==> src/shared/sfd_pkg.sv <==
// Notes on behaviour
// [RULE_01] Ten channels: one high-voltage, four positive, five dual-function inputs.
// [RULE_02] A dual-function input is either a fault detector or a logic input.
// [RULE_03] Each detector flags undervoltage, overvoltage or out-of-window.
// [RULE_04] Thresholds are 8-bit codes scaled bottom plus span times N over 255.
// [RULE_05] Four ranges; high input upper two, positive lower three, dual lowest.
// [RULE_06] Hysteresis applies once a fault asserts, widening the clear level.
// [RULE_07] Hysteresis is a 5-bit code, span times code over 255.
// [RULE_08] A glitch filter ends every detector, timeout 0 to 100 us.
// [RULE_09] Pulses shorter than the timeout are dropped, longer ones pass.
// [RULE_10] A passed pulse is delayed by the programmed timeout.
// [RULE_11] Comparators evaluate every cycle, never by intermittent sampling.
// [RULE_12] Window mode ORs undervoltage and overvoltage results, each with hysteresis.
package sfd_pkg;

   // ****************************************
   // Channel layout
   // ****************************************
   localparam int NUM_CHAN   = 10;
   localparam int NUM_DUAL   = 5;
   localparam int FIRST_DUAL = 5;
   localparam int HV_CHAN    = 0;

   // ****************************************
   // Register map
   // ****************************************
   localparam logic [7:0] OFS_CFG_BASE   = 8'h00;
   localparam logic [7:0] OFS_FILT_BASE  = 8'h40;
   localparam logic [7:0] OFS_RANGE_BASE = 8'h80;
   localparam logic [7:0] OFS_STATUS     = 8'hC0;
   localparam logic [7:0] OFS_RAW        = 8'hC4;
   localparam logic [7:0] OFS_LOGIC      = 8'hC8;

   // Channel config word fields
   localparam int CFG_UV_LSB    = 0;
   localparam int CFG_OV_LSB    = 8;
   localparam int CFG_HYST_LSB  = 16;
   localparam int CFG_MODE_LSB  = 21;
   localparam int CFG_RANGE_LSB = 23;
   localparam int CFG_DIG_BIT   = 25;
   localparam int FILT_US_W     = 7;

   // ****************************************
   // Modes and ranges
   // ****************************************
   localparam logic [1:0] MODE_UNDER  = 2'h0;
   localparam logic [1:0] MODE_OVER   = 2'h1;
   localparam logic [1:0] MODE_WINDOW = 2'h2;

   localparam logic [1:0] RANGE_0573 = 2'h0;
   localparam logic [1:0] RANGE_1250 = 2'h1;
   localparam logic [1:0] RANGE_2500 = 2'h2;
   localparam logic [1:0] RANGE_6000 = 2'h3;

   // Range bottom and span, millivolts
   localparam logic [15:0] BOT_MV_0 = 16'd573;
   localparam logic [15:0] SPN_MV_0 = 16'd802;
   localparam logic [15:0] BOT_MV_1 = 16'd1250;
   localparam logic [15:0] SPN_MV_1 = 16'd1750;
   localparam logic [15:0] BOT_MV_2 = 16'd2500;
   localparam logic [15:0] SPN_MV_2 = 16'd3500;
   localparam logic [15:0] BOT_MV_3 = 16'd6000;
   localparam logic [15:0] SPN_MV_3 = 16'd8400;

   // ****************************************
   // Timing
   // ****************************************
   localparam int CLK_PERIOD_NS  = 40;
   localparam int FILT_MAX_US    = 100;
   localparam int CYC_PER_US     = 1000 / CLK_PERIOD_NS;
   localparam int FILT_CNT_W     = 12;
   localparam logic [6:0] FILT_MAX_US_CODE = 7'(FILT_MAX_US);

   localparam logic [1:0] HTRANS_NONSEQ = 2'h2;

   typedef struct packed {
      logic       digital;
      logic [1:0] range;
      logic [1:0] mode;
      logic [4:0] hyst;
      logic [7:0] ov_thr;
      logic [7:0] uv_thr;
   } sfd_chan_cfg_type;

   typedef struct packed {
      logic [7:0] ofs;
      logic       write;
      logic       valid;
   } sfd_bus_req_type;

endpackage

==> src/sfd_glitch_filter.sv <==
module sfd_glitch_filter
   import sfd_pkg::*;
(
   input  wire logic                  i_sys_clk,
   input  wire logic                  i_resetn,
   input  wire logic                  i_clk_en,
   input  wire logic                  i_raw,
   input  wire logic [FILT_CNT_W-1:0] i_limit,
   output logic                       o_filtered
);

   logic [FILT_CNT_W-1:0] run_cnt;

   // ****************************************
   // Stability counter
   // ****************************************
   // Counts cycles the input disagrees with the output; any return resets it
   always_ff @(posedge i_sys_clk) begin
      if (!i_resetn) begin
         run_cnt <= '0;
      end else if (i_clk_en) begin
         if (i_raw == o_filtered || run_cnt >= i_limit) begin
            run_cnt <= '0;                                   // [RULE_09]
         end else begin
            run_cnt <= run_cnt + 1'b1;
         end
      end
   end

   always_ff @(posedge i_sys_clk) begin
      if (!i_resetn) begin
         o_filtered <= 1'b0;
      end else if (i_clk_en && i_raw != o_filtered && run_cnt >= i_limit) begin
         o_filtered <= i_raw;                                // [RULE_10]
      end
   end

   chk_filter_wait_full: assert property (@(posedge i_sys_clk) disable iff (!i_resetn) // [RULE_09]
      (o_filtered != $past(o_filtered)) |-> ($past(run_cnt) == $past(i_limit) && $past(i_raw) == o_filtered))
      else $error("filter output moved before timeout");

   chk_filter_passes: assert property (@(posedge i_sys_clk) disable iff (!i_resetn) // [RULE_10]
      (i_clk_en && i_raw != o_filtered && run_cnt == i_limit) |=> (o_filtered == $past(i_raw)))
      else $error("stable input not passed at timeout");

endmodule

==> src/sfd_channels_top.sv <==
// The placing of the registers and register access over AHB-Lite were left to the implementer.
module sfd_channels_top
   import sfd_pkg::*;
(
   input  wire logic                      i_sys_clk,
   input  wire logic                      i_resetn,
   input  wire logic                      i_clk_en,
   input  wire logic                      i_hsel,
   input  wire logic [31:0]               i_haddr,
   input  wire logic [1:0]                i_htrans,
   input  wire logic                      i_hwrite,
   input  wire logic [2:0]                i_hsize,
   input  wire logic [31:0]               i_hwdata,
   input  wire logic                      i_hready,
   input  wire logic [NUM_CHAN-1:0][7:0]  i_sense_level,
   input  wire logic [NUM_DUAL-1:0]       i_dual_pin,
   output logic [31:0]                    o_hrdata,
   output logic                           o_hreadyout,
   output logic                           o_hresp,
   output logic [NUM_CHAN-1:0]            o_fault,
   output logic [NUM_DUAL-1:0]            o_logic_level
);

   // ****************************************
   // Decode helpers
   // ****************************************
   // Forces a range select onto one the channel's input actually offers
   function automatic logic [1:0] legal_range(input int ch, input logic [1:0] sel);
      logic [1:0] res;
      res = sel;
      if (ch == HV_CHAN) begin
         if (sel < RANGE_2500) res = RANGE_2500;
      end else if (ch < FIRST_DUAL) begin
         if (sel == RANGE_6000) res = RANGE_2500;
      end else begin
         res = RANGE_0573;
      end
      return res;
   endfunction

   function automatic logic [31:0] range_word(input logic [1:0] sel);
      logic [31:0] res;
      case (sel)
         RANGE_0573: res = {SPN_MV_0, BOT_MV_0};
         RANGE_1250: res = {SPN_MV_1, BOT_MV_1};
         RANGE_2500: res = {SPN_MV_2, BOT_MV_2};
         default:    res = {SPN_MV_3, BOT_MV_3};
      endcase
      return res;
   endfunction

   // Channel index of a per-channel register, or NUM_CHAN if out of bank
   function automatic int chan_of(input logic [7:0] ofs, input logic [7:0] base);
      int res;
      res = NUM_CHAN;
      if (ofs >= base && ofs < base + 8'(4 * NUM_CHAN) && ofs[1:0] == 2'h0) begin
         res = int'((ofs - base) >> 2);
      end
      return res;
   endfunction

   sfd_chan_cfg_type [NUM_CHAN-1:0]  cfg;
   logic [NUM_CHAN-1:0][6:0]         filt_us;
   logic [NUM_CHAN-1:0]              uv_flag;
   logic [NUM_CHAN-1:0]              ov_flag;
   logic [NUM_CHAN-1:0]              raw_fault;
   logic [NUM_CHAN-1:0]              filt_in;
   logic [NUM_CHAN-1:0]              filt_out;
   logic [NUM_DUAL-1:0]              pin_meta;
   logic [NUM_DUAL-1:0]              pin_sync;
   sfd_bus_req_type                  req;
   logic [31:0]                      next_rdata;
   logic                             addr_take;

   // ****************************************
   // AHB-Lite slave
   // ****************************************
   // Zero wait state; the bus must stay idle while the clock enable is low
   assign addr_take = i_hsel && i_hready && i_htrans == HTRANS_NONSEQ;

   always_ff @(posedge i_sys_clk) begin
      if (!i_resetn) begin
         o_hreadyout <= 1'b0;
         o_hresp     <= 1'b0;
      end else if (i_clk_en) begin
         o_hreadyout <= 1'b1;
         o_hresp     <= 1'b0;
      end
   end

   always_ff @(posedge i_sys_clk) begin
      if (!i_resetn) begin
         req <= '0;
      end else if (i_clk_en) begin
         req.valid <= addr_take;
         req.write <= i_hwrite;
         req.ofs   <= i_haddr[7:0];
      end
   end

   always_comb begin
      int cc;
      int cf;
      int cr;
      next_rdata = 32'h0000_0000;
      cc = chan_of(i_haddr[7:0], OFS_CFG_BASE);
      cf = chan_of(i_haddr[7:0], OFS_FILT_BASE);
      cr = chan_of(i_haddr[7:0], OFS_RANGE_BASE);
      if (i_haddr[31:8] != 24'h00_0000) begin
         next_rdata = 32'h0000_0000;
      end else if (cc < NUM_CHAN) begin
         next_rdata = 32'(cfg[cc]);
      end else if (cf < NUM_CHAN) begin
         next_rdata = 32'(filt_us[cf]);
      end else if (cr < NUM_CHAN) begin
         next_rdata = range_word(cfg[cr].range);                   // [RULE_04]
      end else if (i_haddr[7:0] == OFS_STATUS) begin
         // Detector flags only, so a logic-mode pin never reads back as a fault
         next_rdata = 32'(o_fault);                                          // [RULE_02]
      end else if (i_haddr[7:0] == OFS_RAW) begin
         next_rdata = 32'(raw_fault);
      end else if (i_haddr[7:0] == OFS_LOGIC) begin
         next_rdata = 32'(o_logic_level);
      end
   end

   // Read data captured at the address phase, valid through the data phase
   always_ff @(posedge i_sys_clk) begin
      if (!i_resetn) begin
         o_hrdata <= 32'h0000_0000;
      end else if (i_clk_en && addr_take && !i_hwrite) begin
         o_hrdata <= next_rdata;
      end
   end

   // ****************************************
   // Per-channel configuration
   // ****************************************
   generate
      for (genvar ch = 0; ch < NUM_CHAN; ch++) begin : g_cfg        // [RULE_01]
         always_ff @(posedge i_sys_clk) begin
            if (!i_resetn) begin
               cfg[ch] <= '0;
               cfg[ch].range <= legal_range(ch, 2'h0);
            end else if (i_clk_en && req.valid && req.write &&
                         chan_of(req.ofs, OFS_CFG_BASE) == ch) begin
               cfg[ch].uv_thr  <= i_hwdata[CFG_UV_LSB +: 8];        // [RULE_04]
               cfg[ch].ov_thr  <= i_hwdata[CFG_OV_LSB +: 8];
               cfg[ch].hyst    <= i_hwdata[CFG_HYST_LSB +: 5];      // [RULE_07]
               cfg[ch].mode    <= (i_hwdata[CFG_MODE_LSB +: 2] > MODE_WINDOW) ?
                                  MODE_WINDOW : i_hwdata[CFG_MODE_LSB +: 2];   // [RULE_03]
               cfg[ch].range   <= legal_range(ch, i_hwdata[CFG_RANGE_LSB +: 2]); // [RULE_05]
               cfg[ch].digital <= (ch >= FIRST_DUAL) && i_hwdata[CFG_DIG_BIT];  // [RULE_02]
            end
         end

         // Timeout in microseconds, clamped to the documented ceiling
         always_ff @(posedge i_sys_clk) begin
            if (!i_resetn) begin
               filt_us[ch] <= 7'h00;
            end else if (i_clk_en && req.valid && req.write &&
                         chan_of(req.ofs, OFS_FILT_BASE) == ch) begin
               filt_us[ch] <= (i_hwdata[FILT_US_W-1:0] > FILT_MAX_US_CODE) ?
                              FILT_MAX_US_CODE : i_hwdata[FILT_US_W-1:0];       // [RULE_08]
            end
         end
      end
   endgenerate

   // ****************************************
   // Comparators with hysteresis
   // ****************************************
   // Level codes share the threshold scale, so the hysteresis code adds directly
   generate
      for (genvar ch = 0; ch < NUM_CHAN; ch++) begin : g_cmp
         logic [8:0] uv_release;
         logic [8:0] ov_release;
         logic       cmp_on;
         assign uv_release = {1'b0, cfg[ch].uv_thr} + {4'h0, cfg[ch].hyst};   // [RULE_06]
         assign ov_release = {1'b0, cfg[ch].ov_thr} - {4'h0, cfg[ch].hyst};
         assign cmp_on     = !cfg[ch].digital;

         // Evaluated on every enabled cycle, no sampling window
         always_ff @(posedge i_sys_clk) begin
            if (!i_resetn) begin
               uv_flag[ch] <= 1'b0;
            end else if (i_clk_en) begin
               if (!cmp_on) begin
                  uv_flag[ch] <= 1'b0;                                          // [RULE_02]
               end else if (!uv_flag[ch]) begin
                  uv_flag[ch] <= i_sense_level[ch] < cfg[ch].uv_thr;            // [RULE_11]
               end else begin
                  uv_flag[ch] <= !({1'b0, i_sense_level[ch]} > uv_release);     // [RULE_06]
               end
            end
         end

         always_ff @(posedge i_sys_clk) begin
            if (!i_resetn) begin
               ov_flag[ch] <= 1'b0;
            end else if (i_clk_en) begin
               if (!cmp_on) begin
                  ov_flag[ch] <= 1'b0;
               end else if (!ov_flag[ch]) begin
                  ov_flag[ch] <= i_sense_level[ch] > cfg[ch].ov_thr;            // [RULE_11]
               end else begin
                  // Release level below zero means the fault never clears
                  ov_flag[ch] <= ov_release[8] ||
                                 !({1'b0, i_sense_level[ch]} < ov_release);     // [RULE_06]
               end
            end
         end

         always_comb begin
            case (cfg[ch].mode)
               MODE_UNDER: raw_fault[ch] = uv_flag[ch];                         // [RULE_03]
               MODE_OVER:  raw_fault[ch] = ov_flag[ch];
               default:    raw_fault[ch] = uv_flag[ch] | ov_flag[ch];           // [RULE_12]
            endcase
         end

         chk_uv_set_follows: assert property (@(posedge i_sys_clk) disable iff (!i_resetn) // [RULE_11]
            (i_clk_en && cmp_on && !uv_flag[ch] && i_sense_level[ch] < cfg[ch].uv_thr) |=> uv_flag[ch])
            else $error("undervoltage not flagged next cycle");

         chk_uv_hyst_hold: assert property (@(posedge i_sys_clk) disable iff (!i_resetn) // [RULE_06]
            (i_clk_en && cmp_on && uv_flag[ch] && {1'b0, i_sense_level[ch]} <= uv_release)
            |=> uv_flag[ch])
            else $error("undervoltage cleared inside hysteresis");

         chk_ov_hyst_clear: assert property (@(posedge i_sys_clk) disable iff (!i_resetn) // [RULE_06]
            (i_clk_en && cmp_on && ov_flag[ch] && !ov_release[8] &&
             {1'b0, i_sense_level[ch]} < ov_release) |=> !ov_flag[ch])
            else $error("overvoltage not cleared below release level");

         chk_window_or_mode: assert property (@(posedge i_sys_clk) disable iff (!i_resetn) // [RULE_12]
            (cfg[ch].mode == MODE_WINDOW) |-> (raw_fault[ch] == (uv_flag[ch] | ov_flag[ch])))
            else $error("window fault is not the OR of both comparators");

         chk_range_legal: assert property (@(posedge i_sys_clk) disable iff (!i_resetn) // [RULE_05]
            cfg[ch].range == legal_range(ch, cfg[ch].range))
            else $error("channel holds a range its input does not offer");

         chk_filter_limit: assert property (@(posedge i_sys_clk) disable iff (!i_resetn) // [RULE_08]
            filt_us[ch] <= FILT_MAX_US_CODE)
            else $error("filter timeout above ceiling");
      end
   endgenerate

   // ****************************************
   // Logic inputs on dual-function pins
   // ****************************************
   always_ff @(posedge i_sys_clk) begin
      if (!i_resetn) begin
         pin_meta <= '0;
         pin_sync <= '0;
      end else if (i_clk_en) begin
         pin_meta <= i_dual_pin;
         pin_sync <= pin_meta;
      end
   end

   // Filter input: comparator result, or the synced pin in logic mode
   generate
      for (genvar ch = 0; ch < NUM_CHAN; ch++) begin : g_sel
         if (ch >= FIRST_DUAL) begin : g_dual
            assign filt_in[ch] = cfg[ch].digital ? pin_sync[ch-FIRST_DUAL] : raw_fault[ch];   // [RULE_02]
         end else begin : g_ded
            assign filt_in[ch] = raw_fault[ch];
         end
      end
   endgenerate

   // ****************************************
   // Glitch filters
   // ****************************************
   generate
      for (genvar ch = 0; ch < NUM_CHAN; ch++) begin : g_filt
         logic [FILT_CNT_W-1:0] limit_cyc;
         assign limit_cyc = FILT_CNT_W'(filt_us[ch] * CYC_PER_US);               // [RULE_10]
         sfd_glitch_filter u_filt (
            .i_sys_clk  (i_sys_clk),
            .i_resetn   (i_resetn),
            .i_clk_en   (i_clk_en),
            .i_raw      (filt_in[ch]),
            .i_limit    (limit_cyc),
            .o_filtered (filt_out[ch])                                           // [RULE_08]
         );
      end
   endgenerate

   // Detector flag and logic level never both active on one pin
   always_ff @(posedge i_sys_clk) begin
      if (!i_resetn) begin
         o_fault       <= '0;
         o_logic_level <= '0;
      end else if (i_clk_en) begin
         for (int ch = 0; ch < NUM_CHAN; ch++) begin
            o_fault[ch] <= filt_out[ch] && !cfg[ch].digital;                     // [RULE_02]
         end
         for (int d = 0; d < NUM_DUAL; d++) begin
            o_logic_level[d] <= filt_out[d+FIRST_DUAL] && cfg[d+FIRST_DUAL].digital;
         end
      end
   end

   chk_dual_exclusive: assert property (@(posedge i_sys_clk) disable iff (!i_resetn) // [RULE_02]
      !(|(o_fault[NUM_CHAN-1:FIRST_DUAL] & o_logic_level)))
      else $error("dual pin active as detector and logic input");

   chk_bus_okay: assert property (@(posedge i_sys_clk) disable iff (!i_resetn)
      ##1 (o_hresp == 1'b0))
      else $error("slave answered with error");

endmodule

==> config.mk <==
export PLATFORM = sky130hd
export DESIGN_NAME = sfd_channels_top
export DESIGN_NICKNAME = d
export VERILOG_FILES = /design/src/shared/sfd_pkg.sv /design/src/sfd_glitch_filter.sv /design/src/sfd_channels_top.sv
export SDC_FILE = /design/constraint.sdc
export NUM_CORES = 2
export LEC_CHECK = 0
export BUFFER_PORTS_ARGS = -buffer_cell sky130_fd_sc_hd__buf_2
export CAP_MARGIN = 10
export CORE_MARGIN = 5
export CORE_UTILIZATION = 54
export DETAILED_ROUTE_END_ITERATION = 6
export GPL_ROUTABILITY_DRIVEN = 0
export HOLD_SLACK_MARGIN = 0.03
export PLACE_DENSITY_LB_ADDON = 0.12
export SLEW_MARGIN = 20
export SYNTH_ARGS = -nofsm -noshare
export SYNTH_HDL_FRONTEND = slang
export SYNTH_HIERARCHICAL = 1
export SYNTH_SLANG_ARGS = --single-unit
export TNS_END_PERCENT = 50
==> constraint.sdc <==
create_clock -name i_sys_clk -period 9.5 [get_ports i_sys_clk]
set_clock_uncertainty 0.2 [all_clocks]
set_input_delay 0 -clock i_sys_clk [delete_from_list [all_inputs] [get_ports i_sys_clk]]
set_output_delay 0 -clock i_sys_clk [all_outputs]
set_load 0.01 [all_outputs]
==> impl_metrics.yaml <==
routing:
  wl_per_cell_um: 21.1
  firstDrtPassIters: 7
  post_drt_via_cell_ratio: 5.89
  detail_route.iter0.violations: 3294
  routed_wirelength_um: 140000
  vias: 39100
  detail-route-antenna-nets: 0
  drc_violation_count_after_routing: 2
critical_path:
  cp.required_ns: 9.85
  critPathCaptureType: "flop"
  cp.arrival_ns: 5.28
  startpoint_type: "flop"
  cp_max_fo: 6
  critical_path_class: "flop to flop"
hold_path:
  worst_hold_path_type: "input pin to flop"
global_routing:
  grt_antenna_before_repair: 7
  first_pass_grt_wire_length_um: 214000
  grt.total_usage_pct: 31.2
  grt_overflow_total: 0
  first_global_vias: 37300
  grt_max_degree: 105
placement:
  port_buffers: 195
  hpwl_um: 106000
timing:
  final.min_clock_period_ns: 4.92
  rsz0062_at_grt: "no"
  fin_crit_sh_pct: 51.8
  final-max-slew-violation-count: 0
  slew_headroom_pct: 22.2
  fmax_mhz: 203
  finalHoldViolations: 0
  setup-violations-final: 0
  finalSetupTns_ns: 0
  worst_pin_slew_ns: 1.17
cells_and_area:
  finalCoreUtilization_pct: 60.8
  mostFrequentLayoutCell: "ha_1"
  seqCellArea_sq_mm: 0.0106
  layout-area-overhead-vs-synth_pct: 11.6
  layout_cells_sized_above_1_pct: 8.36
  layout.filler_cells: 7290
  mostFrequentLayoutCells: "ha_1, nand2_1, a21oi_1, dfxtp_1, inv_1"
  multi_input_area_sq_mm: 0.0306
  fin_nets: 6530
power_and_ir_drop:
  p_leak_nw: 20.7
  power.density_cell_area_mw_per_mm2: 110
  ir_drop_uv: 113
synth:
  postSynth.asyncResetShare_pct: 0
  yosysWarnings: 6
  distinct_cells_synth: 95
  synth.area.top_cells: "dfxtp_1, ha_1, a21oi_1, nand2_1, inv_1"
  flip_flop_cell_with_the_highest_count_after_synthesis: "dfxtp_1"
  synth_seq_cells: 529
  syn_area_per_cell_sq_um: 8.25
  synth_cells: 5323
  synth_seq_area_share_pct: 24.1
  synth-edff-count: 0
  synth.top_cell.area_share_pct: 24.1
  yosysTopAreaCell: "dfxtp_1"
  mappedNetlistArea_sq_mm: 0.0439
clock_tree:
  deepest_level_of_the_cts_h_tree: 3
  cts_resized: 0
  cts_sinks: 529
  post_cts.repair.setup_buffers: 0
  tritoncts.num_buffers: 66
  hold_buffers: 124
  clockBufferDepth: 3
  root_cell_of_the_clock_tree: "clkbuf_16"
  tritoncts: "built"
  clock_latency_ns: 0.62
  worst_setup_hold_path_clk_slew_ns: 0.06
floorplan:
  die_area_sq_mm: 0.0871
  rows: 104
  fp.coreArea_sq_mm: 0.0805
  pin_count: 209
  chipWidth_um: 295
  floorplan.initialDensity_pct: 54.5
  die_height_um: 295
run_status:
  outcome: "complete, but fails checks"
  violations: "design-rule violations"
flow_run:
  max-cap-violations: 0
[metrics by stage]
step / power [mW] / instances / setup slack (ns) / cell area (sq um) / hold slack (ns)
3_3_place_gp: 2.73 / 6399 / 5.01 / 45500 / 0.0389
5_1_grt: 5.54 / 6637 / 4.19 / 49000 / 0.0927
3_5_place_dp: 2.74 / 6399 / 4.91 / 45500 / 0.0560
2_1_floorplan: 2.56 / 5326 / 5.52 / 43900 / -0.0640
4_1_cts: 5.40 / 6637 / 4.60 / 49000 / 0.0445
6_report: 5.39 / 6640 / 4.58 / 49000 / 0.0737
[final cells by class]
class,instances,share of cell area [%]
multi-input cells,4106,62.4
repair buffers,352,5.05
well taps,1060,2.71
inverters,476,3.66
clock inverters,27,0.646
diodes,3,0.0153
clock buffers,87,3.89
flip-flops and latches,529,21.6
[power by group]
group / switching (mW) / internal [mW]
Combinational: 0.315 / 0.183
Sequential: 0.0226 / 2.23
Clock: 1.06 / 1.58
Total: 1.40 / 3.99
[sequential cells by signal, summed over array words and instances (netlist names)]
name / cells
cfg: 244
filt_us: 70
g_filt.u_filt/o_filtered: 10
g_filt.u_filt/run_cnt: 120
o_fault: 10
o_hrdata: 29
o_hreadyout: 1
o_logic_level: 5
ov_flag: 10
pin_meta: 5
pin_sync: 5
req: 10
uv_flag: 10
[final timing paths]
path / slack [ns] / to / cells past startpoint / start
worst max register to register: 4.58 / g_filt[1].u_filt/run_cnt[0] / 19 / filt_us[9]
worst min register to register: 0.26 / cfg[223] / 2 / cfg[223]
worst max-delay path: 4.58 / g_filt[1].u_filt/run_cnt[0] / 19 / filt_us[9]
worst min-delay path: 0.07 / cfg[23] / 4 / i_hwdata[23]
[layer usage]
layer  up-vias  share of wire [%]  global-route usage (%)
li1      19100                  -                       -
met1     18300                 41                    39.7
met2      1421                 45                    51.1
met3       376                8.0                    5.66
met4         6                5.9                    15.7
met5         -              0.021                       0
[synth_stat cells, drive strengths merged (40+ instances only)]
master and count:
xnor2 173, mux2i 177, dfxtp 529, nand3 116, nor2 259, nor2b 50, and3 50, nand4 64
inv 475, a21o 116, nor3 173, o21a 53, buf 70, a21oi 552, fa 40, o211ai 58
ha 799, nand2b 62, xor2 117, nand2 712, o21ai 187, clkbuf 145, o21bai 43
[logic make-up (layout without fill, tap and decap cells)]
| group | after synthesis | count (layout) | synth area share [%] |
|---|---|---|---|
| AOI/OAI and AO/OA | 1229 | 1229 | 17.9 |
| buffers and inverters | 691 | 942 | 6.35 |
| muxes | 185 | 185 | 4.24 |
| and+or+nand+nor | 1559 | 1559 | 17.0 |
| xor gates and xnor gates | 290 | 290 | 5.79 |
| DFF | 529 | 529 | 24.1 |
| other | 1 | 7 | 0.00854 |
| adders and majority gates | 839 | 839 | 24.6 |
[worst max-delay path, stage by stage (launching register included)]
cell           delay, ns
dfxtp_1             0.50
ha_1                0.29
ha_1                0.28
inv_1               0.05
fa_1                0.51
inv_1               0.04
ha_1                0.32
a21oi_1             0.21
o21bai_1            0.09
a21oi_1             0.21
o21ai_0             0.14
xor2_1              0.14
inv_1               0.06
ha_1                0.30
a21oi_1             0.15
o21ai_0             0.12
a21oi_1             0.39
nand4_1             0.15
a21oi_1             0.14
dlygate4sd3_1       0.56
Power figures use the tool's default switching activity.
